$ cat config.mk
export PLATFORM = sky130hd
export DESIGN_NAME = lcsg_gen
export DESIGN_NICKNAME = d
export VERILOG_FILES = /design/src/verilog/lcsg_pkg.sv /design/src/verilog/lcsg_gen.sv /design/src/verilog/lcsg_src_sel.sv
export VERILOG_INCLUDE_DIRS = /design/src /design/src/verilog
export SDC_FILE = /design/constraint.sdc
export NUM_CORES = 1
export LEC_CHECK = 0
export BUFFER_PORTS_ARGS = -buffer_cell sky130_fd_sc_hd__buf_2
export CAP_MARGIN = 5
export CELL_PAD_IN_SITES_DETAIL_PLACEMENT = 1
export CELL_PAD_IN_SITES_GLOBAL_PLACEMENT = 2
export CORE_ASPECT_RATIO = 0.8
export CORE_MARGIN = 2
export CORE_UTILIZATION = 25
export DETAILED_ROUTE_END_ITERATION = 10
export PLACE_DENSITY_LB_ADDON = 0.1
export SYNTH_ARGS = -nofsm -noshare
export SYNTH_HDL_FRONTEND = slang
export SYNTH_SLANG_ARGS = --single-unit
$ cat constraint.sdc
create_clock -name clk_sys -period 4.3 [get_ports clk_sys]
set_input_delay 0.43 -clock clk_sys [delete_from_list [all_inputs] [get_ports clk_sys]]
set_output_delay 0.43 -clock clk_sys [all_outputs]
set_load 0.02 [all_outputs]
$ cat src/verilog/lcsg_regs.svh
// Purpose: register offsets, field positions and reset values of the
//          group control-signal generator
// Assumes: byte addresses on a 32-bit Avalon-MM slave, one word each
// Notes: channel words hold select, invert, on and edge fields
`ifndef LCSG_REGS_SVH
`define LCSG_REGS_SVH

`define LCSG_OFS_CH0 6'h00
`define LCSG_OFS_MODE 6'h28
`define LCSG_OFS_STATUS 6'h2C
`define LCSG_CH_LAST 4'h9

`define LCSG_F_SEL_LSB 0
`define LCSG_F_SEL_MSB 5
`define LCSG_F_INV 6
`define LCSG_F_ON 7
`define LCSG_F_FALL 8

`define LCSG_F_NO_PUSHBACK 0
`define LCSG_F_DUAL_EDGE 1

`define LCSG_CH_RST 9'h000
`define LCSG_MODE_RST 2'h0
`define LCSG_WAIT_RST 1'b1

`endif

$ cat src/verilog/lcsg_pkg.sv
// Purpose: types shared by the group control-signal generator
// Assumes: ten control channels, ten logic cells per group
// Notes: constants live in lcsg_regs.svh
package lcsg_pkg;

  typedef enum logic [3:0] {
    LCSG_CH_CLK1 = 4'h0,
    LCSG_CH_CLK2 = 4'h1,
    LCSG_CH_ENA1 = 4'h2,
    LCSG_CH_ENA2 = 4'h3,
    LCSG_CH_ACLR1 = 4'h4,
    LCSG_CH_ACLR2 = 4'h5,
    LCSG_CH_SCLR = 4'h6,
    LCSG_CH_ALOAD = 4'h7,
    LCSG_CH_SLOAD = 4'h8,
    LCSG_CH_ADDNSUB = 4'h9
  } lcsg_chan_t;

  typedef struct packed {
    logic fall;
    logic on;
    logic invert;
    logic [5:0] sel;
  } lcsg_cfg_t;

  typedef struct packed {
    logic clk1_tick;
    logic clk2_tick;
    logic ena1;
    logic ena2;
    logic aclr1;
    logic aclr2;
    logic sclr;
    logic aload;
    logic aload_data;
    logic sload;
    logic addnsub;
    logic invert_io;
    logic carry_in_first;
  } lcsg_ctl_t;

endpackage : lcsg_pkg

$ cat src/verilog/lcsg_gen.sv
// Purpose: group-wide control-signal generator for one logic array group
// Assumes: all pins synchronous to clk_sys; group clocks are edge strobes
// Notes: Avalon-MM slave answers every access one cycle after it appears
`timescale 1ns/10ps
`include "lcsg_regs.svh"
module lcsg_gen
  import lcsg_pkg::*;
#(
  parameter int NUM_CELLS = 10,
  parameter int NUM_EXT = 26,
  parameter int NUM_COL = 4,
  parameter int NUM_CH = 10
) (
  input wire logic clk_sys,
  input wire logic rst,
  input wire logic [NUM_COL-1:0] col_clk,
  input wire logic [NUM_EXT-1:0] ext_in,
  input wire logic [NUM_CELLS-1:0] fb_in,
  input wire logic [NUM_CELLS-1:0] cell_b,
  input wire logic [5:0] avs_address,
  input wire logic avs_read,
  input wire logic avs_write,
  input wire logic [31:0] avs_writedata,
  input wire logic [3:0] avs_byteenable,
  output logic [31:0] avs_readdata,
  output logic avs_waitrequest,
  output lcsg_ctl_t grp_ctl_q,
  output logic [NUM_CELLS-1:0] cell_b_eff_q
);

  localparam int NSRC = NUM_COL + NUM_EXT + NUM_CELLS;

  lcsg_cfg_t cfg_q [NUM_CH];
  logic [1:0] mode_q;
  logic [NUM_CH-1:0] lvl;
  logic [NSRC-1:0] src;
  logic clk1_prev_q;
  logic ena1_eff_q;
  logic ena2_eff_q;
  logic act1;
  logic act2;
  logic edge1;
  logic edge2;
  logic no_pushback;
  logic dual_edge;
  logic acc;
  logic wr_take;
  logic [31:0] rd_d;
  logic [3:0] wr_idx;

  // column clocks sit lowest so a select of 0..3 is a global line
  assign src = {fb_in, ext_in, col_clk};
  assign no_pushback = mode_q[`LCSG_F_NO_PUSHBACK];
  assign dual_edge = mode_q[`LCSG_F_DUAL_EDGE];

  // one selector per channel; any line, global or local, feeds any channel
  for (genvar i = 0; i < NUM_CH; i++) begin : g_ch
    localparam logic OFF = (i == int'(LCSG_CH_ENA1)) ||
                           (i == int'(LCSG_CH_ENA2)) ||
                           (i == int'(LCSG_CH_ADDNSUB));
    lcsg_src_sel #(
      .NSRC(NSRC),
      .SELW(6),
      .OFF_LEVEL(OFF)
    ) u_sel (
      .clk_sys(clk_sys),
      .rst(rst),
      .src(src),
      .sel(cfg_q[i].sel),
      .invert(cfg_q[i].invert),
      .on(cfg_q[i].on),
      .level_q(lvl[i])
    );
  end

  // clock two follows clock one's source on the other edge in dual mode
  logic clk2_src;
  logic clk2_src_prev_q;
  logic fall1;
  logic fall2;
  assign fall1 = cfg_q[LCSG_CH_CLK1].fall;
  assign clk2_src = dual_edge ? lvl[LCSG_CH_CLK1] : lvl[LCSG_CH_CLK2];
  assign fall2 = dual_edge ? ~fall1 : cfg_q[LCSG_CH_CLK2].fall;
  assign act1 = lvl[LCSG_CH_CLK1] ^ fall1;
  assign act2 = clk2_src ^ fall2;
  assign edge1 = act1 && !(clk1_prev_q ^ fall1);
  assign edge2 = act2 && !(clk2_src_prev_q ^ fall2);

  always_ff @(posedge clk_sys or posedge rst) begin
    if (rst) begin
      clk1_prev_q <= 1'b0;
      clk2_src_prev_q <= 1'b0;
    end else begin
      clk1_prev_q <= lvl[LCSG_CH_CLK1];
      clk2_src_prev_q <= clk2_src;
    end
  end

  // enables are only retimed while the paired clock sits inactive, so a
  // strobe is never cut short by an enable that moves mid-pulse
  always_ff @(posedge clk_sys or posedge rst) begin
    if (rst) begin
      ena1_eff_q <= 1'b1;
      ena2_eff_q <= 1'b1;
    end else begin
      if (!act1) begin
        ena1_eff_q <= lvl[LCSG_CH_ENA1];
      end
      if (!act2) begin
        ena2_eff_q <= lvl[LCSG_CH_ENA2];
      end
    end
  end

  // one bundle fans out unchanged to every cell
  always_ff @(posedge clk_sys or posedge rst) begin
    if (rst) begin
      grp_ctl_q <= '0;
    end else begin
      grp_ctl_q.clk1_tick <= edge1 && ena1_eff_q;
      grp_ctl_q.clk2_tick <= edge2 && ena2_eff_q;
      grp_ctl_q.ena1 <= ena1_eff_q;
      grp_ctl_q.ena2 <= ena2_eff_q;
      grp_ctl_q.aclr2 <= lvl[LCSG_CH_ACLR2];
      grp_ctl_q.sclr <= lvl[LCSG_CH_SCLR];
      grp_ctl_q.sload <= lvl[LCSG_CH_SLOAD];
      grp_ctl_q.invert_io <= !no_pushback;
      if (!no_pushback) begin
        // preset becomes a clear on an inverted register
        grp_ctl_q.aclr1 <= lvl[LCSG_CH_ACLR1] |
                           lvl[LCSG_CH_ALOAD];
        grp_ctl_q.aload <= 1'b0;
        grp_ctl_q.aload_data <= 1'b0;
      end else begin
        grp_ctl_q.aclr1 <= lvl[LCSG_CH_ACLR1];
        grp_ctl_q.aload <= lvl[LCSG_CH_ALOAD];
        grp_ctl_q.aload_data <= 1'b1;
      end
      grp_ctl_q.addnsub <= lvl[LCSG_CH_ADDNSUB];
      grp_ctl_q.carry_in_first <= !lvl[LCSG_CH_ADDNSUB];
    end
  end

  // high select means add; low inverts every B bit of the group
  always_ff @(posedge clk_sys or posedge rst) begin
    if (rst) begin
      cell_b_eff_q <= '0;
    end else begin
      cell_b_eff_q <= lvl[LCSG_CH_ADDNSUB] ? cell_b : ~cell_b;
    end
  end

  // Avalon-MM slave: waitrequest drops for exactly one cycle per access
  assign acc = (avs_read || avs_write) && avs_waitrequest;
  assign wr_take = avs_write && !avs_waitrequest;
  assign wr_idx = avs_address[5:2];

  always_ff @(posedge clk_sys or posedge rst) begin
    if (rst) begin
      avs_waitrequest <= `LCSG_WAIT_RST;
    end else begin
      avs_waitrequest <= !acc;
    end
  end

  always_comb begin
    rd_d = 32'h0000_0000;
    if (avs_address == `LCSG_OFS_MODE) begin
      rd_d[1:0] = mode_q;
    end else if (avs_address == `LCSG_OFS_STATUS) begin
      rd_d[12:0] = grp_ctl_q;
      rd_d[22:13] = lvl;
    end else if (avs_address[1:0] == 2'h0 && wr_idx <= `LCSG_CH_LAST) begin
      rd_d[8:0] = cfg_q[wr_idx];
    end
  end

  always_ff @(posedge clk_sys or posedge rst) begin
    if (rst) begin
      avs_readdata <= 32'h0000_0000;
    end else if (acc && avs_read) begin
      avs_readdata <= rd_d;
    end
  end

  always_ff @(posedge clk_sys or posedge rst) begin
    if (rst) begin
      mode_q <= `LCSG_MODE_RST;
      for (int i = 0; i < NUM_CH; i++) begin
        cfg_q[i] <= `LCSG_CH_RST;
      end
    end else if (wr_take) begin
      if (avs_address == `LCSG_OFS_MODE && avs_byteenable[0]) begin
        mode_q <= avs_writedata[1:0];
      end else if (avs_address[1:0] == 2'h0 &&
                   wr_idx <= `LCSG_CH_LAST) begin
        if (avs_byteenable[0]) begin
          cfg_q[wr_idx][7:0] <= avs_writedata[7:0];
        end
        if (avs_byteenable[1]) begin
          cfg_q[wr_idx][8] <= avs_writedata[8];
        end
      end
    end
  end
endmodule : lcsg_gen

$ cat src/verilog/lcsg_src_sel.sv
// Purpose: picks one control source out of the group's input lines
// Assumes: sources already synchronous to clk_sys
// Notes: registered output; an out-of-range select reads as the invert bit
`timescale 1ns/10ps
module lcsg_src_sel #(
  parameter int NSRC = 40,
  parameter int SELW = 6,
  parameter logic OFF_LEVEL = 1'b0
) (
  input wire logic clk_sys,
  input wire logic rst,
  input wire logic [NSRC-1:0] src,
  input wire logic [SELW-1:0] sel,
  input wire logic invert,
  input wire logic on,
  output logic level_q
);

  logic level_d;

  always_comb begin
    level_d = OFF_LEVEL;
    if (on) begin
      level_d = invert;
      if (int'(sel) < NSRC) begin
        level_d = src[sel] ^ invert;
      end
    end
  end

  always_ff @(posedge clk_sys or posedge rst) begin
    if (rst) begin
      level_q <= OFF_LEVEL;
    end else begin
      level_q <= level_d;
    end
  end

endmodule : lcsg_src_sel

Yosys cells after proc, flatten, opt, wreduce, memory -nomap -nowiden
Cells that the tools add are included.
Word-level totals
  bits in registers: 153
  bits in latches: 0
  bits in writable memories: 0
  memory bits (read-only): 0
  input port bits: 96
  output and inout port bits: 56
  logic and storage cells: 199
  memories kept: 0
Operators by class
  add/sub/neg operators: 0
  multipliers: 0
  div/mod/pow operators: 0
  magnitude comparators: 23
  equal/unequal tests: 2
  shift-type cells: 0
  multiplexer cells: 64
  bitwise gates (word level): 19
  reductions and logical operators: 20
Operators with widths (number)
  $mux 90: 5
  $bwmux 90: 2
  $demux 9 s4: 2
  $lt 6x7->1 const B: 10
  $bmux 1 s6: 10
  $lt 6x6->1 const B: 10
  $mux 9: 5
  $bmux 9 s4: 1
  $mux 1: 33
  $mux 21: 1
  $mux 14: 1
  $xor 1x1->1: 14
  $eq 6x6->1 const B: 2
  $logic_and 1x1->1: 10
  $mux 10: 1
  $not 10->10: 1
  $mux 8: 1
  $logic_not 1->1: 6
  $ge 5x5->1 const B: 1
  $lt 5x1->1 const B: 1
  $not 4->5: 1
  $le 4x4->1 const B: 1
  $mux 2: 2
  $reduce_and 3->1: 1
  other kinds (5): 6

Depth between registers and ports, before layout
Gate-level depths: netlist of the first run.
  word-level depth: 12
  mapped depth: 7
  gate-level depth less buffers: 5

By module
From an unflattened synthesis of the first run, not the netlist that was laid out.
Unflattened totals
  cell total of the unflattened synthesis: 885
  area, all modules: 10805.4 um^2
Modules (own cells, without submodules)
  lcsg_gen: instances 1, cells an instance 475, area each 6362.4 um^2, sequential area each 3582.2 um^2
  lcsg_src_sel (g_ch[0].u_sel ...): instances 7, cells an instance 41, area each 441.7 um^2, sequential area each 25.0 um^2
  lcsg_src_sel (g_ch[2].u_sel ...): instances 3, cells an instance 41, area each 450.4 um^2, sequential area each 26.3 um^2

Least setup slack after synthesis of the first run
Ideal clock, no wire load.
  kind: in2reg
  start point: input avs_address[1]
  end point: register cfg_q[18] (netlist bit)
  setup time: 0.125 ns
  data arrival time: 1.753 ns
  required time: 4.175 ns
  path slack: 2.422 ns
  stages: 5
  path buffers: 0
  path through: or2_1 > nor3_2 > nand2_1 > nor2_4 > mux2_2
On the way
  cells in the longest elaborated chain, start to end: 4
  elaborated cells between the ends (all ways): 6
  those cells by class: 1 x eq/ne; 1 x bitwise; 4 x reduce/logical
Ends and longest elaborated chain
  start: declaration: line lcsg_gen.sv:20  | input wire logic [5:0] avs_address,
  $eq 6x6->1 (no line)
  $logic_and 1x1->1: line lcsg_gen.sv:193  | if (avs_address == `LCSG_OFS_MODE && avs_byteenable[0]) begin
  $not 1->1 (no line)
  $reduce_and 3->1 (no line) *
  end signal: indexed assignment: line lcsg_gen.sv:190  | cfg_q[i] <= `LCSG_CH_RST;
  end signal: indexed assignment: line lcsg_gen.sv:198  | cfg_q[wr_idx][7:0] <= avs_writedata[7:0];
  end signal: indexed assignment: line lcsg_gen.sv:201  | cfg_q[wr_idx][8] <= avs_writedata[8];
  end: declaration: line lcsg_gen.sv:33  | lcsg_cfg_t cfg_q [NUM_CH];
Mark *: on every way between the ends. The rest lies on a longest branch, timed or not.
A chain may end at the register's enable or synchronous reset.

Final worst setup path of the first run
  start point: register cfg_q[64] (netlist bit)
  end point: register g_ch[2].u_sel.level_q
On the way
  cells in the longest elaborated chain, start to end: 5
  elaborated cells between the ends (all ways): 6
  those cells by class: 1 x order compare; 4 x mux; 1 x bitwise
Ends and longest elaborated chain
  $bmux 1 s6: line lcsg_src_sel.sv:26  | level_d = src[sel] ^ invert;
  $mux 1 (not written as such): line lcsg_src_sel.sv:26
  $xor 1x1->1: line lcsg_src_sel.sv:26
  $mux 1 *: line lcsg_src_sel.sv:25  | if (int'(sel) < NSRC) begin
  $mux 1 *: line lcsg_src_sel.sv:23  | if (on) begin
  net g_ch[2].u_sel.level_d: line lcsg_src_sel.sv:19  | logic level_d;
  end signal: assignment: line lcsg_src_sel.sv:35  | level_q <= level_d;
  end: declaration: line lcsg_src_sel.sv:16  | output logic level_q
The timed path passes the listed nets; every way through them passes the cells marked *. The select of a mux whose other input is x is not followed.

==> impl_metrics.csv, run 1 <==
group,metric,value,unit
critical_path,r2r_cells,5,
cts,postCtsResizedCells,0,
cts,root_buffer,"clkbuf_16",
yosys,ys_async_sr_fraction,100,%
sta,fin_tns_setup,0,ns
sta,setup_violations,0,
critical_path,endpoint_kind,"register",
floorplan,fp.dieW,234,um
cells_and_area,layout_common_cells,"dfrtp_1, buf_2, mux2_2, mux4_2, mux2i_1",
sta,maxSlewViolCount,0,
critical_path,cp_slowest_cell,"dfrtp_1",
grt,grt_use_met3,4.39,%
floorplan,initial_core_util,25.3,%
job,drv_cap,0,
yosys,ys_warn_count,0,
critical_path,crit_chain,"mux4_1 > a22o_1 > a311oi_1 > a31oi_1 > mux2_1",
placement,gp_congestion,0.772,
critical_path,crit_path_start_kind,"register",
cells_and_area,multi_input_area,0.00628,sq mm
cells_and_area,nets,1018,
cts,cts_setup_buffers,0,
grt,grt-busiest-layer,"met2",
grt,grt_pass1_wl,61.4,mm
routing,wirelength,41.6,mm
cells_and_area,final_area,0.0122,sq mm
grt,track_usage,19.6,%
critical_path,slowest_delay,0.66,ns
power,power.density,320,mW/mm^2
cells_and_area,final_common_cell,"dfrtp_1",
grt,grt_max_degree,50,
sta,skew,0.00918,ns
placement,port-buffer-count,117,
outcome,status,"complete, no violations",
routing,vias_per_cell,5.30,
floorplan,die_h,188,um
routing,ant_nets,0,
grt,use_met2,29.0,%
cts,cts.sinks,153,
critical_path,endpoint,"g_ch[2].u_sel.level_q$_DFF_PP1_",
critical_path,cp_data_required_time,4.67,ns
critical_path,cp-startpoint,"cfg_q[64]$_DFFE_PP0P_",
yosys,syn_area,0.0105,sq mm
floorplan,coreArea,0.0417,sq mm
routing,drt_iter0_drc,548,
cts,ctsHoldBuffers,0,
yosys,synth_edf_count,0,
critical_path,r2r_end,"g_ch[2].u_sel.level_q$_DFF_PP1_",
routing,drt_pass1_iterations,4,
cts,cts_tree,"done",
power,vdd.ir_drop.worst,0.194,mV
sta,worstMarginPinSlew,0.868,ns
cts,clk_latency,0.45,ns
yosys,synthCells,847,
sta,final_hold_viol_count,0,
sta,finalCritPeriodShare,56.0,%
grt,met1_usage,28.8,%
yosys,avgSynthCellArea,12.4,sq um
sta,clock.fmax,0.415,GHz
cells_and_area,n_fill_cell,4569,
floorplan,io_pins,152,
critical_path,crit_type,"register to register",
floorplan,row_count,67,
cts,cts_buffer_depth,2,
sta,rsz0062_at_grt,"false",
grt,antenna_found_initial,0,
cells_and_area,layout-area-overhead-vs-synth,15.3,%
cts,htreeDepth,4,
min_path,hp-class,"input port to asynchronous set/reset pin",
critical_path,crit_fanout,12,
placement,hpwl,29.2,mm
placement,dpl_cell_area,0.0115,sq mm
grt,grt-ovfl-total,0,
cells_and_area,seqCellArea,0.00384,sq mm
critical_path,r2r_start,"cfg_q[64]$_DFFE_PP0P_",
routing,drc,0,
critical_path,rrSetupSlack,1.89,ns
critical_path,worstPathArrival,2.77,ns
power,total_power,3880,uW
power,leakage,0.00491,uW
cells_and_area,drive_gt1_share,40.7,%
sta,fin_crit,2.41,ns
sta,worst_slack,1.89,ns
grt,grt_pass1_vias,8415,
sta,relSlewSlack,42.0,%
cts,clk_pin_slew,0.07,ns
yosys,ys.flop_type,"dfrtp_1",
cts,cts_inserted_buffers,17,
yosys,ys_seq_elements,153,
routing,vias,7889,
placement,place_ws,1.63,ns
cells_and_area,utilization,29.1,%
yosys,synth-seq-area-share,36.4,%
yosys,ys_types,52,
floorplan,dieArea,0.0438,sq mm
routing,wl_per_cell,28.0,um
-- cell families (layout without fill, tap and decap cells) --
family / Yosys count / count (layout) / synth area share, %
flip-flops: 153 / 153 / 36.4
AND/OR/NAND/NOR: 210 / 210 / 11.0
other: 1 / 11 / 0.0356
multiplexers: 262 / 262 / 39.1
AO/OA/AOI/OAI: 118 / 118 / 8.13
XOR/XNOR: 12 / 12 / 0.997
buffers and inverters: 91 / 171 / 4.38
-- critical path, delay by kind of cell, from the launching register on --
family | cells | cell delay [ns]
multiplexers | 2 | 1.02
flip-flops | 1 | 0.66
AO/OA/AOI/OAI | 3 | 0.65
-- worst min-delay path by stage --
stage | from | endpoint | slack, ns | depth (start not counted)
floorplan | g_ch[8].u_sel.level_q$_DFF_PP0_ | grp_ctl_q[3]$_DFF_PP0_ | 0.35 | 0
CTS | cell_b[5] | cell_b_eff_q[5]$_DFF_PP0_ | 0.13 | 2
detailed placement | g_ch[6].u_sel.level_q$_DFF_PP0_ | grp_ctl_q[6]$_DFF_PP0_ | 0.37 | 0
global route | cell_b[3] | cell_b_eff_q[3]$_DFF_PP0_ | 0.14 | 2
global placement | g_ch[5].u_sel.level_q$_DFF_PP0_ | grp_ctl_q[7]$_DFF_PP0_ | 0.37 | 0
finish | rst | grp_ctl_q[9]$_DFF_PP0_ | 0.15 | 2
-- state kept, by name, summed over array words and instances, names as in the netlist --
register,flops
avs_readdata,23
avs_waitrequest,1
cell_b_eff_q,10
cfg_q,89
clk1_prev_q,1
clk2_src_prev_q,1
ena1_eff_q,1
ena2_eff_q,1
fall1,1
g_ch.u_sel.level_q,10
grp_ctl_q,13
mode_q,2
-- synth_stat cells (all sizes together) (4+ instances only) --
cell	count	area, sq um
a21oi	17	85.1
a221oi	7	61.3
a22o	17	149
a22oi	17	128
a31oi	10	62.6
and2	11	68.8
buf	59	342
clkbuf	18	67.6
dfrtp	147	3680
dfstp	6	158
inv	14	52.6
mux2	109	1230
mux2i	47	470
mux4	106	2420
nand2	45	169
nand2b	25	156
nand3	13	65.1
nand3b	12	90.1
nor2	42	180
nor2b	27	169
nor3	9	50.1
nor3b	8	60.1
nor4	4	43.8
o211ai	7	52.6
o221ai	5	43.8
o22ai	16	100
or2	8	50.1
xnor2	12	105
-- layer usage --
metal  vias up  part of all wire (%)  wire length, um
met5         -                     0                0
met4         0                   1.7              711
met3        35                   4.6             1900
met2       178                    45            18700
met1      4262                    49            20300
li1       3414                     -                -
-- cell type report --
class	instances	share of cell area, %
multi-input cells	611	51.7
flip-flops and latches	153	31.6
well taps	552	5.68
repair buffers	125	5.42
clock buffers	20	3.59
clock inverters	12	1.56
inverters	14	0.463
diodes	2	0.0412
-- through the flow --
step | hold WS (ns) | std cells
after detailed placement | 0.369 | 1455
final | 0.151 | 1489
after global routing | 0.140 | 1487
after floorplan | 0.354 | 855
after CTS | 0.126 | 1487
after global placement | 0.370 | 1455
-- where the power goes --
group          switching, uW  leakage, uW  internal [uW]  total [uW]
Combinational            353      0.00256            276         630
Clock                    681     0.000298            984        1660
Sequential              98.3      0.00206           1490        1590
No activity file was read; power rests on OpenSTA's default activity.
==> run 2: changes to the inputs <==
- clock period: 4.3 -> 2.3 ns (I/O delays scaled with it)
==> run 2 against run 1 <==
  * Highest routed layer unchanged
  * Critical endpoint is now g_ch[3].u_sel.level_q$_DFF_PP1_
  * Cell area rose by 4.3%
  * Maximum frequency grew 11%
  * Register-to-register slack lost 1.8 ns
  * Cell count up 4.2%
  * Die area is the same
  * Worst hold slack improved by 0.079 ns
  * Sequential cell count did not move
  * Count of clock-buffer cells in the layout is 1 lower
  * Sequential share of layout area shrank 1.3 points
  * Setup slack got worse by 1.8 ns
==> impl_metrics.csv, run 2 (synthesis gave the netlist of run 1 again) <==
group,metric,value,unit
cts,cts_setup_buffers,0,
routing,vias_per_cell,5.36,
routing,wirelength,43.1,mm
cells_and_area,layout_common_cells,"dfrtp_1, buf_2, mux2_2, mux4_2, buf_4",
critical_path,crit_type,"register to register",
sta,maxSlewViolCount,0,
cts,root_buffer,"clkbuf_16",
grt,track_usage,20.3,%
critical_path,endpoint_kind,"register",
power,switching_share,30.4,%
sta,fin_tns_setup,0,ns
floorplan,die_h,188,um
cts,cts_buffer_depth,2,
routing,ant_nets,0,
critical_path,slowest_delay,0.59,ns
critical_path,cp_top_family,"multiplexers",
critical_path,r2r_start,"cfg_q[54]$_DFFE_PP0P_",
placement,port-buffer-count,117,
floorplan,io_pins,152,
power,power.density,556,mW/mm^2
min_path,hp-class,"input port to register",
grt,antenna_found_initial,2,
power,clock_power_share,39.7,%
sta,worstMarginPinSlew,0.758,ns
routing,drt_pass1_iterations,5,
placement,post-place-cells,1506,
floorplan,row_count,67,
cells_and_area,nets,1082,
grt,grt_pass1_vias,8751,
routing,vias,8311,
routing,drc,0,
cells_and_area,largest_reg_flops,89,
sta,holdWs,0.230,ns
power,p_sw,2140,uW
placement,place_ws,0.129,ns
power,power_frac_seq,41.7,%
sta,clock.fmax,0.460,GHz
placement,gp_congestion,0.796,
cts,cts.sinks,153,
min_path,hold_end,"cfg_q[44]$_DFFE_PP0P_",
cells_and_area,layout-area-overhead-vs-synth,20.2,%
critical_path,r2r_cells,6,
cells_and_area,instances_no_fill,1551,
critical_path,worstPathArrival,2.53,ns
placement,hpwl,30.7,mm
power,comb_power_share,18.6,%
grt,grt_max_degree,37,
critical_path,r2r_end,"g_ch[3].u_sel.level_q$_DFF_PP1_",
min_path,holdPathStages,2,
cells_and_area,drive_gt1_share,43.6,%
critical_path,crit_chain,"buf_4 > mux4_2 > mux2i_1 > o21ai_0 > nor2_1 > nor4_2",
floorplan,coreArea,0.0417,sq mm
cts,htreeDepth,4,
floorplan,fp.dieW,234,um
critical_path,cp_data_required_time,2.66,ns
sta,skew,0.0147,ns
cells_and_area,reg.largest.list,"cfg_q x89, avs_readdata x23, grp_ctl_q x13",
cts,clk_latency,0.45,ns
job,drv_cap,0,
cts,cts_tree,"done",
cts,clk_pin_slew,0.07,ns
grt,grt_pass1_wl,63.4,mm
floorplan,initial_core_util,25.3,%
sta,fin_crit,2.17,ns
power,leakage,0.00522,uW
critical_path,crit_path_start_kind,"register",
power,vdd.ir_drop.worst,0.409,mV
floorplan,dieArea,0.0438,sq mm
sta,final_hold_viol_count,0,
sta,finalCritPeriodShare,94.4,%
critical_path,rrSetupSlack,0.13,ns
cts,cts_inserted_buffers,17,
critical_path,crit_fanout,8,
routing,drt_iter0_drc,475,
min_path,worstHoldStart,"avs_writedata[8]",
critical_path,path_buf_inv,1,
sta,relSlewSlack,49.3,%
critical_path,cp_slowest_cell,"dfrtp_1",
sta,worst_slack,0.128,ns
cells_and_area,top_register,"cfg_q",
cells_and_area,final_common_cell,"dfrtp_1",
grt,grt-ovfl-total,0,
routing,wl_per_cell,27.8,um
sta,setup_violations,0,
sta,rsz0062_at_grt,"false",
power,power.internal,4910,uW
outcome,status,"complete, no violations",
run 2: cell count changes in the layout (fill, tap and decap cells not counted), moves of 2 or more:
cell	change
clkinv_2	+2
bufinv_16	-3
dlygate4sd3_1	+13
buf_4	+45
clkinv_4	+2
dfrtp_1	-2
clkbuf_1	-2
dfrtp_2	+2
buf_12	+6
run 2: routing by layer:
| layer | track usage, % | up-vias | share of wire [%] | wire, um |
|---|---|---|---|---|
| met3 | 3.50 | 47 | 4.4 | 1890 |
| met2 | 31.5 | 221 | 46 | 19900 |
| met5 | 0 | - | 0 | 0 |
| met1 | 29.1 | 4495 | 47 | 20400 |
| li1 | - | 3548 | - | - |
| met4 | 5.28 | 0 | 1.9 | 806 |
run 2: area by class of cell:
cell class / count / area [sq um]
clock inverter: 12 / 119
antenna: 1 / 2.50
inverter: 14 / 56.3
fill: 4594 / 29100
timing repair buffer: 189 / 1250
clock buffer: 19 / 443
multi-input combinational: 611 / 6280
tap: 552 / 691
sequential: 153 / 3840
run 2: worst max-delay path by stage:
stage | start | endpoint | slack (ns) | depth (start not counted)
CTS | cfg_q[55]$_DFFE_PP0P_ | g_ch[3].u_sel.level_q$_DFF_PP1_ | 0.09 | 5
detailed placement | cfg_q[55]$_DFFE_PP0P_ | g_ch[3].u_sel.level_q$_DFF_PP1_ | 0.13 | 5
global placement | cfg_q[54]$_DFFE_PP0P_ | g_ch[3].u_sel.level_q$_DFF_PP1_ | 0.17 | 6
global route | cfg_q[54]$_DFFE_PP0P_ | g_ch[3].u_sel.level_q$_DFF_PP1_ | 0.003 | 6
finish | cfg_q[54]$_DFFE_PP0P_ | g_ch[3].u_sel.level_q$_DFF_PP1_ | 0.13 | 6
floorplan | rst | avs_readdata[0]$_DFFE_PP0P_ | 0.14 | 1
run 2: power by group through the flow:
stage | clock (uW) | sequential [uW] | combinational, uW
2_1_floorplan | 0 | 2930 | 781
3_3_place_gp | 0 | 2990 | 1280
3_5_place_dp | 0 | 2990 | 1290
4_1_cts | 2920 | 2940 | 1310
5_1_grt | 3000 | 2960 | 1390
6_report | 2800 | 2940 | 1310
run 2: repair_timing:
action	4_1_cts	5_1_grt
setup endpoints to repair	0	2
hold buffers	13	0
gates resized for setup	0	2
endpoints found under the hold margin	32	0
run 2: stage by stage:
| step | area, sq um | total power [uW] | util [%] |
|---|---|---|---|
| floorplan | 10600 | 3710 | - |
| global placement | 12000 | 4270 | 28.7 |
| detailed placement | 12000 | 4280 | 28.7 |
| CTS | 12700 | 7170 | 30.4 |
| global route | 12700 | 7360 | 30.4 |
| finish | 12700 | 7050 | 30.4 |
